===== src/design/mic_amp_pkg.sv =====
// constants and types for the microphone amplifier control register bank
// Behaviour
// - register one bits 3:0 are the pre-amp gain code, 6 to 36 dB, default zero
// - register one bits 6:4 are post-amp gain, codes 4 and up saturate at 18 dB
// - register two bits 0 and 1 mute channel one and two, reset unmuted
// - register two bits 2 and 3 enable channel one and two, reset disabled
// - register two bits 5:4 pick mode: cancel, channel one, channel two, sum
// - output low-pass path enabled only in noise cancelling mode
// - data bit 7 routes the payload to register one or register two
// - only writes are accepted; a read address gets no acknowledge
// - every received data byte of an accepted write is acknowledged by the slave; data after a read or another address gets none
package mic_amp_pkg;
   // ------------------------------------------------------------
   // bus framing
   // ------------------------------------------------------------
   localparam logic [6:0] DEV_ADDR_DEFAULT = 7'h67;
   localparam logic [3:0] BITS_PER_BYTE    = 4'h8;
   localparam int         SEL_BIT          = 7;
   localparam int         RW_BIT           = 0;
   localparam logic       RW_WRITE         = 1'b0;
   localparam logic       SEL_GAIN         = 1'b0;

   // ------------------------------------------------------------
   // register fields and reset values
   // ------------------------------------------------------------
   localparam logic [6:0] GAIN_RESET       = 7'h00;
   localparam logic [6:0] CHAN_RESET       = 7'h00;
   localparam logic [2:0] POST_SAT_CODE    = 3'h4;
   localparam logic [1:0] MODE_CANCEL      = 2'h0;
   localparam logic [1:0] MODE_CH1         = 2'h1;
   localparam logic [1:0] MODE_CH2         = 2'h2;
   localparam logic [1:0] MODE_SUM         = 2'h3;

   typedef struct packed {
      logic [2:0] post_gain;
      logic [3:0] pre_gain;
   } gain_setting_s;

   typedef struct packed {
      logic       unused;
      logic [1:0] mode;
      logic       en_ch2;
      logic       en_ch1;
      logic       mute_ch2;
      logic       mute_ch1;
   } channel_control_s;

   typedef struct packed {
      logic       valid;
      logic [7:0] data;
   } rx_byte_s;
endpackage


===== src/design/mic_amp_control_registers.sv =====
// serial bus write-only slave and control register bank for the mic amplifier
`timescale 1ns/1ps
module mic_amp_control_registers
   import mic_amp_pkg::*;
#(
   parameter logic [6:0] DEV_ADDR = DEV_ADDR_DEFAULT
) (
   input  wire logic                         i_core_clk,
   input  wire logic                         i_rst,
   input  wire logic                         i_scl,
   input  wire logic                         i_sda,
   output logic                              o_sda,
   output logic                              o_sda_oe_n,
   output logic [3:0]                        o_pre_gain,
   output logic [2:0]                        o_post_gain,
   output logic                              o_mute_ch1,
   output logic                              o_mute_ch2,
   output logic                              o_en_ch1,
   output logic                              o_en_ch2,
   output logic [1:0]                        o_mode,
   output logic                              o_output_lowpass_path
);
   import mic_amp_pkg::*;

   typedef enum {ST_IDLE, ST_ADDR, ST_ADDR_ACK, ST_DATA, ST_DATA_ACK, ST_IGNORE} bus_state_e;

   // ------------------------------------------------------------
   // pin synchronisers
   // ------------------------------------------------------------
   logic scl_s;
   logic sda_s;

   mic_amp_sync #(.RESET_VAL(1'b1)) u_sync_scl (
      .i_core_clk (i_core_clk),
      .i_rst      (i_rst),
      .i_async    (i_scl),
      .o_sync     (scl_s)
   );

   mic_amp_sync #(.RESET_VAL(1'b1)) u_sync_sda (
      .i_core_clk (i_core_clk),
      .i_rst      (i_rst),
      .i_async    (i_sda),
      .o_sync     (sda_s)
   );

   // post-amp code saturates at the top step
   function automatic logic [2:0] post_sat(input logic [2:0] code);
      post_sat = (code >= POST_SAT_CODE) ? POST_SAT_CODE : code;
   endfunction

   // ------------------------------------------------------------
   // bus state
   // ------------------------------------------------------------
   bus_state_e       state_reg, state_next;
   logic             scl_d_reg, scl_d_next;
   logic             sda_d_reg, sda_d_next;
   logic [3:0]       cnt_reg, cnt_next;
   logic [7:0]       shift_reg, shift_next;
   logic             ack_drv_reg, ack_drv_next;
   logic             ack_seen_reg, ack_seen_next;
   gain_setting_s    gain_reg, gain_next;
   channel_control_s chan_reg, chan_next;

   logic scl_rise;
   logic scl_fall;
   logic start_cond;
   logic stop_cond;

   assign scl_rise   = scl_s & ~scl_d_reg;
   assign scl_fall   = ~scl_s & scl_d_reg;
   assign start_cond = scl_s & scl_d_reg & sda_d_reg & ~sda_s;
   assign stop_cond  = scl_s & scl_d_reg & ~sda_d_reg & sda_s;

   always_comb begin
      state_next    = state_reg;
      scl_d_next    = scl_s;
      sda_d_next    = sda_s;
      cnt_next      = cnt_reg;
      shift_next    = shift_reg;
      ack_drv_next  = ack_drv_reg;
      ack_seen_next = ack_seen_reg;
      gain_next     = gain_reg;
      chan_next     = chan_reg;
      // framing events also drop a half-seen acknowledge clock
      if (start_cond) begin
         state_next    = ST_ADDR;
         cnt_next      = '0;
         ack_drv_next  = 1'b0;
         ack_seen_next = 1'b0;
      end else if (stop_cond) begin
         state_next    = ST_IDLE;
         ack_drv_next  = 1'b0;
         ack_seen_next = 1'b0;
      end else begin
         case (state_reg)
            ST_ADDR, ST_DATA: begin
               if (scl_rise) begin
                  shift_next = {shift_reg[6:0], sda_s};
                  cnt_next   = cnt_reg + 4'h1;
               end else if (scl_fall && cnt_reg == BITS_PER_BYTE) begin
                  cnt_next = '0;
                  if (state_reg == ST_ADDR) begin
                     // reads and other addresses get no acknowledge
                     if (shift_reg[7:1] == DEV_ADDR && shift_reg[RW_BIT] == RW_WRITE) begin
                        state_next   = ST_ADDR_ACK;
                        ack_drv_next = 1'b1;
                     end else begin
                        state_next = ST_IGNORE;
                     end
                  end else begin
                     state_next   = ST_DATA_ACK;
                     ack_drv_next = 1'b1;
                  end
               end
            end
            ST_ADDR_ACK, ST_DATA_ACK: begin
               if (scl_rise) begin
                  ack_seen_next = 1'b1;
               end else if (scl_fall && ack_seen_reg) begin
                  ack_seen_next = 1'b0;
                  ack_drv_next  = 1'b0;
                  state_next    = ST_DATA;
                  // commit only after the acknowledge clock has completed
                  if (state_reg == ST_DATA_ACK) begin
                     if (shift_reg[SEL_BIT] == SEL_GAIN) begin
                        gain_next = gain_setting_s'(shift_reg[6:0]);
                     end else begin
                        chan_next = channel_control_s'(shift_reg[6:0]);
                     end
                  end
               end
            end
            ST_IGNORE: begin
               state_next = ST_IGNORE;
            end
            ST_IDLE: begin
               state_next = ST_IDLE;
            end
            default: begin
               state_next = ST_IDLE;
            end
         endcase
      end
   end

   always_ff @(posedge i_core_clk or posedge i_rst) begin
      if (i_rst) begin
         state_reg    <= ST_IDLE;
         scl_d_reg    <= 1'b1;
         sda_d_reg    <= 1'b1;
         cnt_reg      <= '0;
         shift_reg    <= '0;
         ack_drv_reg  <= 1'b0;
         ack_seen_reg <= 1'b0;
         gain_reg     <= gain_setting_s'(GAIN_RESET);
         chan_reg     <= channel_control_s'(CHAN_RESET);
      end else begin
         state_reg    <= state_next;
         scl_d_reg    <= scl_d_next;
         sda_d_reg    <= sda_d_next;
         cnt_reg      <= cnt_next;
         shift_reg    <= shift_next;
         ack_drv_reg  <= ack_drv_next;
         ack_seen_reg <= ack_seen_next;
         gain_reg     <= gain_next;
         chan_reg     <= chan_next;
      end
   end

   // ------------------------------------------------------------
   // output stage
   // ------------------------------------------------------------
   // every output but o_sda (tied low) is a flop; the enable is registered from ack_drv_next, not ack_drv_reg
   logic [3:0] pre_o_reg;
   logic [2:0] post_o_reg;
   logic [5:0] chan_o_reg;
   logic       lpf_o_reg;
   logic       oe_n_reg;
   logic       lpf_next;

   always_comb begin
      lpf_next = (chan_reg.mode == MODE_CANCEL);
   end

   always_ff @(posedge i_core_clk or posedge i_rst) begin
      if (i_rst) begin
         pre_o_reg  <= '0;
         post_o_reg <= '0;
         chan_o_reg <= '0;
         lpf_o_reg  <= 1'b1;
         oe_n_reg   <= 1'b1;
      end else begin
         pre_o_reg  <= gain_reg.pre_gain;
         post_o_reg <= post_sat(gain_reg.post_gain);
         chan_o_reg <= chan_reg[5:0];
         lpf_o_reg  <= lpf_next;
         oe_n_reg   <= ~ack_drv_next;
      end
   end

   assign o_sda                 = 1'b0;
   assign o_sda_oe_n            = oe_n_reg;
   assign o_pre_gain            = pre_o_reg;
   assign o_post_gain           = post_o_reg;
   assign o_mute_ch1            = chan_o_reg[0];
   assign o_mute_ch2            = chan_o_reg[1];
   assign o_en_ch1              = chan_o_reg[2];
   assign o_en_ch2              = chan_o_reg[3];
   assign o_mode                = chan_o_reg[5:4];
   assign o_output_lowpass_path = lpf_o_reg;
endmodule


===== src/design/mic_amp_sync.sv =====
// two-flop synchroniser for the serial bus pins
`timescale 1ns/1ps
module mic_amp_sync #(
   parameter logic RESET_VAL = 1'b1
) (
   input  wire logic i_core_clk,
   input  wire logic i_rst,
   input  wire logic i_async,
   output logic      o_sync
);
   logic meta_reg;
   logic sync_reg;

   always_ff @(posedge i_core_clk or posedge i_rst) begin
      if (i_rst) begin
         meta_reg <= RESET_VAL;
         sync_reg <= RESET_VAL;
      end else begin
         meta_reg <= i_async;
         sync_reg <= meta_reg;
      end
   end

   assign o_sync = sync_reg;
endmodule


===== config.mk =====
export PLATFORM = sky130hd
export DESIGN_NAME = mic_amp_control_registers
export DESIGN_NICKNAME = d
export VERILOG_FILES = /design/src/design/mic_amp_pkg.sv /design/src/design/mic_amp_control_registers.sv /design/src/design/mic_amp_sync.sv
export SDC_FILE = /design/constraint.sdc
export NUM_CORES = 1
export LEC_CHECK = 0
export BUFFER_PORTS_ARGS = -buffer_cell sky130_fd_sc_hd__buf_2
export CORE_UTILIZATION = 30
export DETAILED_ROUTE_END_ITERATION = 10
export GPL_TIMING_DRIVEN = 0
export PLACE_DENSITY = 0.5
export SYNTH_ARGS = -nofsm -noshare
export SYNTH_HDL_FRONTEND = slang
export SYNTH_SLANG_ARGS = --single-unit

===== constraint.sdc =====
create_clock -name i_core_clk -period 5 [get_ports i_core_clk]
set_input_delay 0.75 -clock i_core_clk [delete_from_list [all_inputs] [get_ports i_core_clk]]
set_output_delay 0.75 -clock i_core_clk [all_outputs]
set_load 0.05 [all_outputs]

* Word level (Yosys, flattened, before mapping)
Index checks and enable logic that the tools add are counted.
Word-level totals: register bits 80, input bits 4, output and inout bits 16
Operators by class: add/subtract/negate cells 1, magnitude comparators 1, equality and inequality tests 14, muxes and demuxes 29, bitwise gates (word level) 17, reduce and logical (&&, ||, !) cells 16
Operators with widths (count):
- $mux W32 | 7
- $eq A32 B2 Y1 const B | 3
- $pmux W32 S3 | 1
- $eq A32 B3 Y1 const B | 2
- $eq A32 B1 Y1 const B | 1
- $eq A32 B4 Y1 const B | 1
- $mux W4 | 5
- $ne A4 B4 Y1 const B | 4
- $reduce_and A7 Y1 | 2
- $mux W1 | 13
- $not A1 Y1 | 10
- $reduce_and A4 Y1 | 2
- $and A1 B1 Y1 | 7
- $eq A7 B7 Y1 const B | 1
- $mux W3 | 2
- $reduce_bool A3 Y1 | 2
- $add A4 B1 Y4 const B | 1
- $eq A4 B4 Y1 const B | 1
- $reduce_bool A4 Y1 | 1
- $reduce_or A2 Y1 | 2
- $ge A3 B3 Y1 const B | 1
- $logic_and A1 B1 Y1 | 3
- $reduce_and A3 Y1 | 1
- $logic_not A2 Y1 | 1
- 4 further kinds | 4

* Longest topological paths before layout
Gate-level depths: netlist of the first run.
depth after elaboration 10, depth in mapped cells 7, gate-level depth less buffers 6

* Hierarchy
From an unflattened synthesis of the first run, not the netlist that was laid out.
Second synthesis, totals: cells, all modules 148, area, all modules 2010.7 µm²
Modules (own cells, without submodules):
- mic_amp_control_registers | instances 1, cells an instance 142, area an instance 1898.1 µm², sequential area each 1181.1 µm²
- mic_amp_sync | instances 2, cells an instance 3, area an instance 56.3 µm², sequential area each 52.6 µm²

* Least setup slack after synthesis of the first run
OpenSTA, ideal clock, no wires.
path type register to register, start point reg cnt_reg[0], end point reg state_reg[1], library setup time 73 ps, data arrival time 1706 ps, required time 4927 ps, setup slack 3221 ps, stages on the path, launching flop included 8, buffers on the path 1, clock period less this slack 1779 ps, cells stage by stage dfrtp_1 > inv_1 > ha_1 > nand4b_4 > or3_1 > buf_2 > or3_1 > a21oi_2
Between the ends: cells in the longest elaborated chain, start to end 4
Ends and longest elaborated chain:
- from (decl) | RTL line mic_amp_control_registers.sv:58 | logic [3:0] cnt_reg, cnt_next;
- from (signal assigned) | RTL line mic_amp_control_registers.sv:162 | cnt_reg <= cnt_next;
- $eq A4 B4 Y1 | RTL line mic_amp_control_registers.sv:101 | end else if (scl_fall && cnt_reg == BITS_PER_BYTE) begin
- $logic_and A1 B1 Y1 | RTL line mic_amp_control_registers.sv:101
- $ne A4 B4 Y1 (no line)
- $reduce_and A4 Y1 (no line)
- to (signal assigned) | RTL line mic_amp_control_registers.sv:159 | state_reg <= state_next;
- to (decl) | RTL line mic_amp_control_registers.sv:55 | bus_state_e state_reg, state_next;
Every way passes these cells. A chain may end at the register's enable or synchronous reset.

* Worst setup path in the final report of the first run
start point reg scl_d_reg, end point reg gain_reg[6] (netlist name)
Between the ends: cells in the longest elaborated chain, start to end 5, elaborated cells on any way between the ends 13
Ends and longest elaborated chain:
- from (decl) | RTL line mic_amp_control_registers.sv:56 | logic scl_d_reg, scl_d_next;
- from (signal assigned) | RTL line mic_amp_control_registers.sv:160 | scl_d_reg <= scl_d_next;
- $and A1 B1 Y1 | RTL line mic_amp_control_registers.sv:72, mic_amp_control_registers.sv:73
- $and A1 B1 Y1 (on tied branches) (2 in a row) | RTL line mic_amp_control_registers.sv:73, mic_amp_control_registers.sv:72
- $not A1 Y1 (no line)
- $reduce_and A7 Y1 (no line) (*)
- to (signal assigned) | RTL line mic_amp_control_registers.sv:156 | gain_reg <= gain_setting_s'(GAIN_RESET);
- to (signal assigned) | RTL line mic_amp_control_registers.sv:166 | gain_reg <= gain_next;
- to (decl) | RTL line mic_amp_control_registers.sv:62 | gain_setting_s gain_reg, gain_next;
Every way passes the cells marked *; elsewhere a longest branch is shown, timed or not.

==> metrics.md, run 1 <==
| Metric | Value |
|---|---|
| Starting DRC count in detailed routing | 53 |
| CP max stage cell | dfstp_2 |
| Register share of total power | 61.7% |
| Setup Skew | 0.00846 ns |
| Fin nets | 183 |
| Remaining DRCs | 4 |
| Hold path depth | 0 |
| VDD IR-drop max | 0.0000985 V |
| Pre-antenna DRT Iters | 7 |
| Most frequent cell after synthesis | dfrtp_1 |
| Crit Path Class | register to register |
| Placeable Area | 6460 µm² |
| End of the worst hold path | u_sync_scl.o_sync$_DFF_PP1_ |
| TNS Setup | 0 ns |
| # H-tree levels | 2 |
| Initial antenna violation count | 0 |
| Synth async-reset ratio | 100% |
| # resized after CTS | 0 |
| Placed Area | 2240 µm² |
| # clock sinks | 51 |
| Setup violations, final | 0 |
| Reg2reg setup slack | 3.03 ns |
| Max reg flops | 8 |
| CP max FO | 9 |
| Pint | 0.535 mW |
| CP delay by family, top | simple AND/OR/NAND/NOR gates |
| Gate power share | 4.7% |
| HPWL Detailed | 2.35 mm |
| Mapped Nets | 157 |
| Largest cells by area after synthesis | dfrtp_1, dfstp_2, mux2_2 |
| Post-Synthesis Cells | 151 |
| Period minus WS final | 1.97 ns |
| Leak pwr | 1.13 nW |
| Max-slew violations | 0 |
| Hold buffers post-CTS | 0 |
| Pwr dens | 300 nW/µm² |
| Critical Path AT | 2.15 ns |
| Fin area | 2330 µm² |
| Cts bufs inserted | 5 |
| Vias/cell | 4.60 |
| Area Overhead vs Synth | 14.5% |
| Layout cell share with drive strength beyond 1 | 32.0% |
| Reg area | 1290 µm² |
| Startpoint types | register |
| Worst R2R Path Depth | 5 |
| Crit end category | register |
| Mapped Area | 2030 µm² |
| Total Die Area | 7100 µm² |
| Post-Route WL | 3.33 mm |
| Final Util | 36.0% |
| Largest net degree at the start of global routing | 42 |
| TritonCTS clock tree | built |
| Initial Utilization | 31.4% |
| Prevailing post-synth register cell | dfrtp_1 |
| Gr usage total | 10.6% |
| Final Hold Vio Count | 0 |
| Max-cap violation count | 0 |
| Number of post-CTS setup repair buffers | 0 |
| GP Congestion | 0.756 |
| Clock Tree Root | clkbuf_8 |
| CP Data Required Time | 5.18 ns |
| Post-synthesis cell type count | 44 |
| CP Depth | 5 |
| Seq cells post-synth | 51 |
| Crit-path cells | buf_4, nand3b_1, or3_4, nor2_4, mux2_1 |
| Unrepaired setup endpoints after global routing | no |
| Psw | 0.162 mW |
| Switching share of total power | 23.2% |
| Yosys top cell area share | 53.0% |
| Row count | 29 |
| Antenna Nets Post-Route | 0 |
| PortBufs | 18 |
| Die X-Extent | 84.3 µm |
| Failing checks | DRC |
| Fin crit share | 39.4% |
| Area occupied by multi-input gates | 682 µm² |
| Clock Path Buffers | 2 |
| GR Overflow Total | 0 |
| Reg-to-reg startpoint | scl_d_reg$_DFF_PP1_ |
| Min-delay src | u_sync_scl.meta_reg$_DFF_PP1_ |
| FMAX | 508 MHz |
| # IOs | 20 |
| Type of the worst min-delay path | register to register |
| Synth area leader | dfrtp_1 |
| Vias in the first global route | 1258 |
| Avg Cell Area, Syn | 13.4 µm² |
| Routed len/inst | 13.1 µm |
| Clk Latency, worst-skew pair | 0.30 ns |
| Die Ht | 84.3 µm |
| Fill cells | 633 |
| Post-synthesis sequential area ratio | 63.3% |
| First-pass GRT wire length | 5.93 mm |
| Outcome | finished with violations |
| Number of synthesized flops with an enable pin | 0 |
| Synth cell count leaders | dfrtp_1, mux2_2, dfstp_2, inv_1, mux2_1 |
| DR vias | 1173 |
| Clock transition at path regs | 0.09 ns |
| R2R Path End | gain_reg[6]$_DFFE_PP0P_ |
| CP bufs+invs | 1 |
| Ant diodes | 0 |
| Clock power share | 33.6% |
| Critical Path Max Stage Delay | 0.52 ns |
| Ys Warns | 0 |
-- per-layer routing --
layer	part of all wire, %	wire [µm]	global-route usage [%]	vias to the layer above
li1	-	-	-	576
met3	3.9	130	2.85	6
met2	47	1580	17.2	20
met4	1.8	60	5.33	0
met1	47	1570	13.2	571
met5	0	0	0	-
-- cells by family after synthesis --
| group | after synthesis | share of synthesized area [%] |
|---|---|---|
| DFF | 51 | 63.3 |
| and+or+nand+nor | 35 | 11.3 |
| AOI/OAI and AO/OA | 24 | 7.76 |
| muxes | 23 | 12.6 |
| buffers and inverters | 14 | 3.08 |
| adders and majority gates | 2 | 1.23 |
| other | 1 | 0.185 |
| xor gates and xnor gates | 1 | 0.431 |
-- how the worst max path moves through the flow --
stage                             start                       to  slack [ns]
global route        scl_d_reg$_DFF_PP1_  gain_reg[2]$_DFFE_PP0P_        2.95
CTS                 scl_d_reg$_DFF_PP1_  gain_reg[2]$_DFFE_PP0P_        3.03
finish              scl_d_reg$_DFF_PP1_  gain_reg[6]$_DFFE_PP0P_        3.03
floorplan                         i_rst    ack_drv_reg$_DFF_PP0_        3.03
detailed placement  scl_d_reg$_DFF_PP1_  gain_reg[2]$_DFFE_PP0P_        3.04
global placement                  i_rst  gain_reg[4]$_DFFE_PP0P_        2.46
-- worst register-to-register path, stage by stage, from the launching register on --
cell	delay (ns)
dfstp_2	0.52
buf_4	0.16
nand3b_1	0.19
or3_4	0.39
nor2_4	0.23
mux2_1	0.36
-- cells in the final DEF (no fill, tap or decap), drive strengths merged, types with 2 or more instances in the layout --
cell	instances
a21oi	7
dfrtp	43
ha	2
o21ai	5
mux2	21
o21bai	2
nand2b	3
mux2i	2
nand3b	2
clkbuf	9
buf	23
dfstp	8
inv	8
nor3	2
nand4b	2
nor2	7
nor2b	2
nand2	5
a21o	3
or3	3
-- cell type report --
type	count	share of cell area, %
Sequential cell	51	55.3
Clock inverter	2	0.699
Tap cell	77	4.14
Buffer	7	1.56
Timing Repair Buffer	19	4.73
Clock buffer	6	3.12
Multi-Input combinational cell	86	29.3
Inverter	7	1.13
-- power by group through the flow --
stage / Clock (mW) / Combinational (mW) / Sequential [mW]
floorplan: 0 / 0.0247 / 0.436
global placement: 0 / 0.0297 / 0.438
detailed placement: 0 / 0.0335 / 0.438
CTS: 0.244 / 0.0337 / 0.430
global route: 0.261 / 0.0376 / 0.432
finish: 0.234 / 0.0327 / 0.430
-- per-stage QoR --
step,worst slack (ns),power [mW],instances,hold slack (ns)
CTS,3.03,0.708,255,0.360
global route,2.95,0.730,255,0.362
finish,3.03,0.697,255,0.359
floorplan,3.03,0.460,151,0.345
detailed placement,3.04,0.472,247,0.347
global placement,2.46,0.468,246,0.345
Note: power is estimated with default switching activity, not from simulation.
==> run 2: changes to the inputs <==
ABC_AREA = 1   (was default)
PLACE_DENSITY = 0.52   (was 0.5)
clock period = 1.6 ns   (was 5 ns; I/O delays follow)
==> run 2 against run 1 <==
  * The run still ends with DRC left
  * Area after synthesis decreased by 0.37%
  * Via count grew 14%
  * Clock power grew to 3.7 times the previous value
  * Global-route usage up 0.46 points
  * Hold slack got worse by 0.32 ns
  * Critical path type unchanged
  * Critical endpoint is now gain_reg[1]$_DFFE_PP0P_
  * Largest power group unchanged
  * Highest routed layer unchanged
==> metrics.md, run 2 <==
| Metric | Value |
|---|---|
| Outcome | finished with violations |
| Failing checks | DRC |
| Commonest non-fill, non-tap cell in the layout | nand2_1 |
| Total Die Area | 7080 µm² |
| Yosys top cell area share | 53.2% |
| WHS | 0.0374 ns |
| Crit Path Class | register to register |
| Initial antenna violation count | 0 |
| Most frequent cells in the layout | nand2_1, dfrtp_1, inv_1 |
| CP Data Required Time | 1.79 ns |
| Pwr dens | 1550 nW/µm² |
| Max reg flops | 8 |
| Die X-Extent | 84.1 µm |
| Number of synthesized flops with an enable pin | 0 |
| Post-synthesis cell type count | 25 |
| Post-Synth Simple-Gate Area | 19.4% |
| First-pass GRT wire length | 6.14 mm |
| Die Ht | 84.1 µm |
| Mux share of post-synthesis cell area | 0% |
| VDD IR-drop max | 0.000597 V |
| Prevailing post-synth register cell | dfrtp_1 |
| Fin nets | 242 |
| Leak pwr | 1.20 nW |
| PortBufs | 18 |
| Routed len/inst | 10.5 µm |
| Row count | 29 |
| FMAX | 666 MHz |
| Vias/cell | 4.28 |
| Avg Cell Area, Syn | 9.73 µm² |
| Setup Skew | 0.00830 ns |
| DR vias | 1343 |
| TNS Setup | 0 ns |
| Pre-antenna DRT Iters | 7 |
| Clk Latency, worst-skew pair | 0.29 ns |
| Cts bufs inserted | 5 |
| Synth Area in XOR/XNOR | 0.866% |
| Largest cells by area after synthesis | dfrtp_1, nand2_1, dfstp_2 |
| Synth async-reset ratio | 100% |
| Non-filler cells, final | 314 |
| Clock Path Buffers | 2 |
| Max-slew violations | 0 |
| CP max FO | 10 |
| Power Total | 3.68 mW |
| Largest net degree at the start of global routing | 36 |
| Synth cell count leaders | nand2_1, dfrtp_1, inv_1, o21ai_1, nand3_1 |
| GR Overflow Total | 0 |
| HPWL Detailed | 2.32 mm |
| Final Hold Vio Count | 0 |
| Placed Cells | 304 |
| GP Congestion | 0.824 |
| Remaining DRCs | 6 |
| Seq cells post-synth | 51 |
| Area Overhead vs Synth | 17.4% |
| Post-synthesis adder-cell area fraction | 1.24% |
| Unrepaired setup endpoints after global routing | no |
| Fin crit share | 93.8% |
| Starting DRC count in detailed routing | 106 |
| Critical Path AT | 1.69 ns |
| Startpoint types | register |
| Mapped Area | 2020 µm² |
| Post-Route WL | 3.29 mm |
| Type of the worst min-delay path | primary input to register |
| Gr usage total | 11.1% |
| Ant diodes | 0 |
| Clock Tree Root | clkbuf_8 |
| Crit end category | register |
| TritonCTS clock tree | built |
| Setup violations, final | 0 |
| Clock transition at path regs | 0.08 ns |
| Post-synthesis sequential area ratio | 63.6% |
| Most frequent cell after synthesis | nand2_1 |
| Mapped Nets | 214 |
| Main combinational cell family by area after synthesis | simple AND/OR/NAND/NOR gates |
| Synth area leader | dfrtp_1 |
| Max-cap violation count | 0 |
| Ys Warns | 0 |
| Initial Utilization | 31.5% |
| Period minus WS final | 1.50 ns |
| # IOs | 20 |
| Layout cell share with drive strength beyond 1 | 25.7% |
| Antenna Nets Post-Route | 0 |
| Post-Synthesis Cells | 208 |
| # clock sinks | 51 |
| Post-synthesis compound-gate area fraction | 8.35% |
| Placeable Area | 6420 µm² |
| Vias in the first global route | 1322 |
| # H-tree levels | 2 |
[run 2: critical path, stage by stage (launching register included)]
cell     delay, ns
dfstp_2       0.57
nand3_2       0.13
nor3_4        0.24
nand2_2       0.13
buf_4         0.20
nand2_1       0.08
o21ai_2       0.05
[run 2: cell type report]
| class | instances | area, µm² |
|---|---|---|
| sequential | 51 | 1290 |
| multi-input combinational | 125 | 623 |
| inverter | 27 | 101 |
| timing repair buffer | 21 | 128 |
| buffer | 5 | 31.3 |
| tap | 77 | 96.3 |
| clock buffer | 6 | 72.6 |
| clock inverter | 2 | 37.5 |
| fill | 635 | 4050 |
[run 2: routing by layer]
layer	GRT usage, %	part of all wire, %
met1	14.9	51
met2	16.8	43
met3	3.07	4.4
met5	0	0
met4	5.02	1.3
[run 2: final timing paths]
kind | cells past startpoint | from | end | slack (ns)
setup / recovery | 6 | scl_d_reg$_DFF_PP1_ | gain_reg[1]$_DFFE_PP0P_ | 0.1
hold / removal | 1 | i_scl | u_sync_scl.meta_reg$_DFF_PP1_ | 0.04
setup reg to reg | 6 | scl_d_reg$_DFF_PP1_ | gain_reg[1]$_DFFE_PP0P_ | 0.1
hold reg to reg | 0 | u_sync_scl.meta_reg$_DFF_PP1_ | u_sync_scl.o_sync$_DFF_PP1_ | 0.36
max in group asynchronous | 4 | i_rst | sda_d_reg$_DFF_PP1_ | 0.56
min in group asynchronous | 3 | i_rst | ack_drv_reg$_DFF_PP0_ | 0.47
[run 2: what timing repair did]
| item | in CTS | in global routing |
|---|---|---|
| setup endpoints to repair | 0 | 8 |
| resized for setup | 0 | 5 |
| hold buffers | 1 | 0 |
| setup buffers | 0 | 1 |
| hold endpoints to repair | 10 | 0 |
[run 2: cell families after synthesis]
| family | after synthesis |
|---|---|
| compound gates | 28 |
| fa+ha+maj | 2 |
| simple gates | 92 |
| flops | 51 |
| xor+xnor | 2 |
| other cells | 1 |
| buf+inv | 32 |
[run 2: report_power, final]
group	switching [mW]	total (mW)	internal, mW	leakage, nW
Clock	0.393	0.859	0.466	0.0514
Sequential	0.180	1.73	1.56	0.667
Combinational	0.755	1.09	0.335	0.477
[run 2: per-stage QoR]
stage	area, µm²	setup WS (ns)	utilization (%)
2_1_floorplan	2020	0.144	-
3_3_place_gp	2210	-0.570	34.4
3_5_place_dp	2230	0.0392	34.7
4_1_cts	2350	0.0172	36.6
5_1_grt	2380	0.00537	37.0
6_report	2380	0.0987	37.0
==> run 3: changes to the inputs <==
PLACE_DENSITY = 0.5   (was 0.52)
RECOVER_POWER = 25   (was default)
clock period = 1.5 ns   (was 1.6 ns; I/O delays follow)
==> run 3 against run 2 <==
  * The flow now finishes without violations
  * Clock skew is 0.00065 ns lower
  * Die area stayed put
  * Sequential share of layout area is 1.4 points lower
  * Highest routed layer unchanged
==> metrics.md, run 3 (synthesis results as in run 2) <==
| Metric | Value |
|---|---|
| Outcome | complete, no violations |
| # clock sinks | 51 |
| Power Total | 4.05 mW |
| GR Overflow Total | 0 |
| PortBufs | 18 |
| # IOs | 20 |
| Pre-antenna DRT Iters | 4 |
| HPWL Detailed | 2.39 mm |
| Antenna Nets Post-Route | 0 |
| DR vias | 1378 |
| Post-Route WL | 3.45 mm |
| Layout cell share with drive strength beyond 1 | 28.1% |
| CP max stage cell | dfstp_2 |
| Most frequent cells in the layout | nand2_1, dfrtp_1, inv_1 |
| Max-slew violations | 0 |
| Worst slew pin tran | 0.589 ns |
| Hold path depth | 1 |
| Min-delay src | i_scl |
| Startpoint types | register |
| R2R Path End | shift_reg[0]$_DFFE_PP0P_ |
| TritonCTS clock tree | built |
| Crit-path cells | inv_2, nor2_2, nand2_2, buf_2, nand2_1, o21ai_1 |
| Vias in the first global route | 1283 |
| GP Congestion | 0.810 |
| Vias/cell | 4.32 |
| Unrepaired setup endpoints after global routing | yes |
| Crit end category | register |
| Setup ws final | 0.0768 ns |
| Max-cap violation count | 0 |
| Reg-to-reg startpoint | u_sync_scl.o_sync$_DFF_PP1_ |
| Final Util | 38.0% |
| Die Ht | 84.1 µm |
| Remaining DRCs | 0 |
| Worst R2R Path Depth | 6 |
| Fin nets | 247 |
| Setup Skew | 0.00765 ns |
| Clock Path Buffers | 2 |
| Clk Latency, worst-skew pair | 0.30 ns |
| Total Die Area | 7080 µm² |
| Ant diodes | 0 |
| GR peak layer | met2 |
| # H-tree levels | 2 |
| Max reg flops | 8 |
| Starting DRC count in detailed routing | 66 |
| Die X-Extent | 84.1 µm |
| Non-filler cells, final | 319 |
| Leak pwr | 1.23 nW |
| Fill cells | 655 |
| M2 GR Usage | 16.6% |
| Setup violations, final | 0 |
| CP bufs+invs | 2 |
| Pwr dens | 1660 nW/µm² |
| CP delay by family, top | flip-flops |
| Area Overhead vs Synth | 20.5% |
| Setup WS pre-CTS | -0.0467 ns |
| End of the worst hold path | u_sync_scl.meta_reg$_DFF_PP1_ |
| Met1 Use GR | 13.9% |
| Routed len/inst | 10.8 µm |
| Reg2reg setup slack | 0.08 ns |
| CP Data Required Time | 1.69 ns |
| Type of the worst min-delay path | primary input to register |
| CP max FO | 10 |
| Cts bufs inserted | 5 |
| Placed Cells | 304 |
| Critical Path AT | 1.62 ns |
| Gr usage total | 10.7% |
| VDD IR-drop max | 0.000468 V |
| Max-slew headroom | 60.7% |
| First-pass GRT wire length | 5.91 mm |
| Row count | 29 |
| Placeable Area | 6420 µm² |
| Final Hold Vio Count | 0 |
| Period minus WS final | 1.42 ns |
| Clock transition at path regs | 0.09 ns |
| Fin crit share | 94.9% |
| Critical Path Max Stage Delay | 0.56 ns |
| Initial Utilization | 31.5% |
| FMAX | 703 MHz |
| Initial antenna violation count | 0 |
| Clock Tree Root | clkbuf_8 |
| Commonest non-fill, non-tap cell in the layout | nand2_1 |
| Crit Path Class | register to register |
| GRT met3 Usage | 2.87% |
| Largest net degree at the start of global routing | 39 |
==> run 3: cell types whose count changed in the layout (fill, tap and decap cells not counted), sizes merged <==
cell	before	now
buf	23	27
inv	27	28
clkinvlp	1	0
dlygate4sd3	1	2
==> run 3: worst max path at each step <==
stage	startpoint	to	slack [ns]	cells after the start
global placement	i_rst	gain_reg[1]$_DFFE_PP0P_	-0.65	2
floorplan	i_rst	ack_drv_reg$_DFF_PP0_	0.06	1
CTS	scl_d_reg$_DFF_PP1_	gain_reg[1]$_DFFE_PP0P_	0.02	6
detailed placement	scl_d_reg$_DFF_PP1_	gain_reg[1]$_DFFE_PP0P_	-0.05	6
finish	u_sync_scl.o_sync$_DFF_PP1_	shift_reg[0]$_DFFE_PP0P_	0.08	6
global route	u_sync_scl.o_sync$_DFF_PP1_	shift_reg[4]$_DFFE_PP0P_	-0.02	5
==> run 3: power breakdown <==
group | total (mW) | leakage, nW | internal [mW] | switching [mW]
clock network | 1.00 | 0.0618 | 0.549 | 0.453
registers | 1.85 | 0.667 | 1.66 | 0.189
logic | 1.20 | 0.503 | 0.380 | 0.821
total | 4.05 | 1.23 | 2.59 | 1.46
==> run 3: through the flow <==
step	setup TNS, ns	hold WS (ns)	area [µm²]
final	0	0.0155	2440
after global routing	-0.0891	0.00560	2440
after CTS	0	0.00243	2380
after detailed placement	-0.136	0.202	2230
after global placement	-29.39	0.333	2210
after floorplan	0	0.229	2020
==> run 3: cell type report <==
class | instances | area [µm²] | area share [%]
multi-input combinational | 125 | 634 | 26.0
tap | 77 | 96.3 | 3.95
sequential | 51 | 1290 | 52.7
inverter | 27 | 101 | 4.16
clock buffer | 6 | 82.6 | 3.39
clock inverter | 2 | 38.8 | 1.59
buffer | 5 | 31.3 | 1.28
timing repair buffer | 26 | 168 | 6.88
==> run 3: metal layers <==
layer  up-vias  part of all wire, %  wire length (µm)
met5         -                    0                 0
met4         0                  1.2                43
met3         2                  4.2               146
met2        22                   45              1550
met1       641                   50              1710
li1        713                    -                 -
==> run 3: repair_timing <==
action / 4_1_cts / 5_1_grt
resized for setup: 3 / 5
hold buffers: 1 / 1
pin swaps: 2 / 2
buffers inserted: 1 / 4
hold endpoints to repair: 6 / 1
setup endpoints to repair: 3 / 22
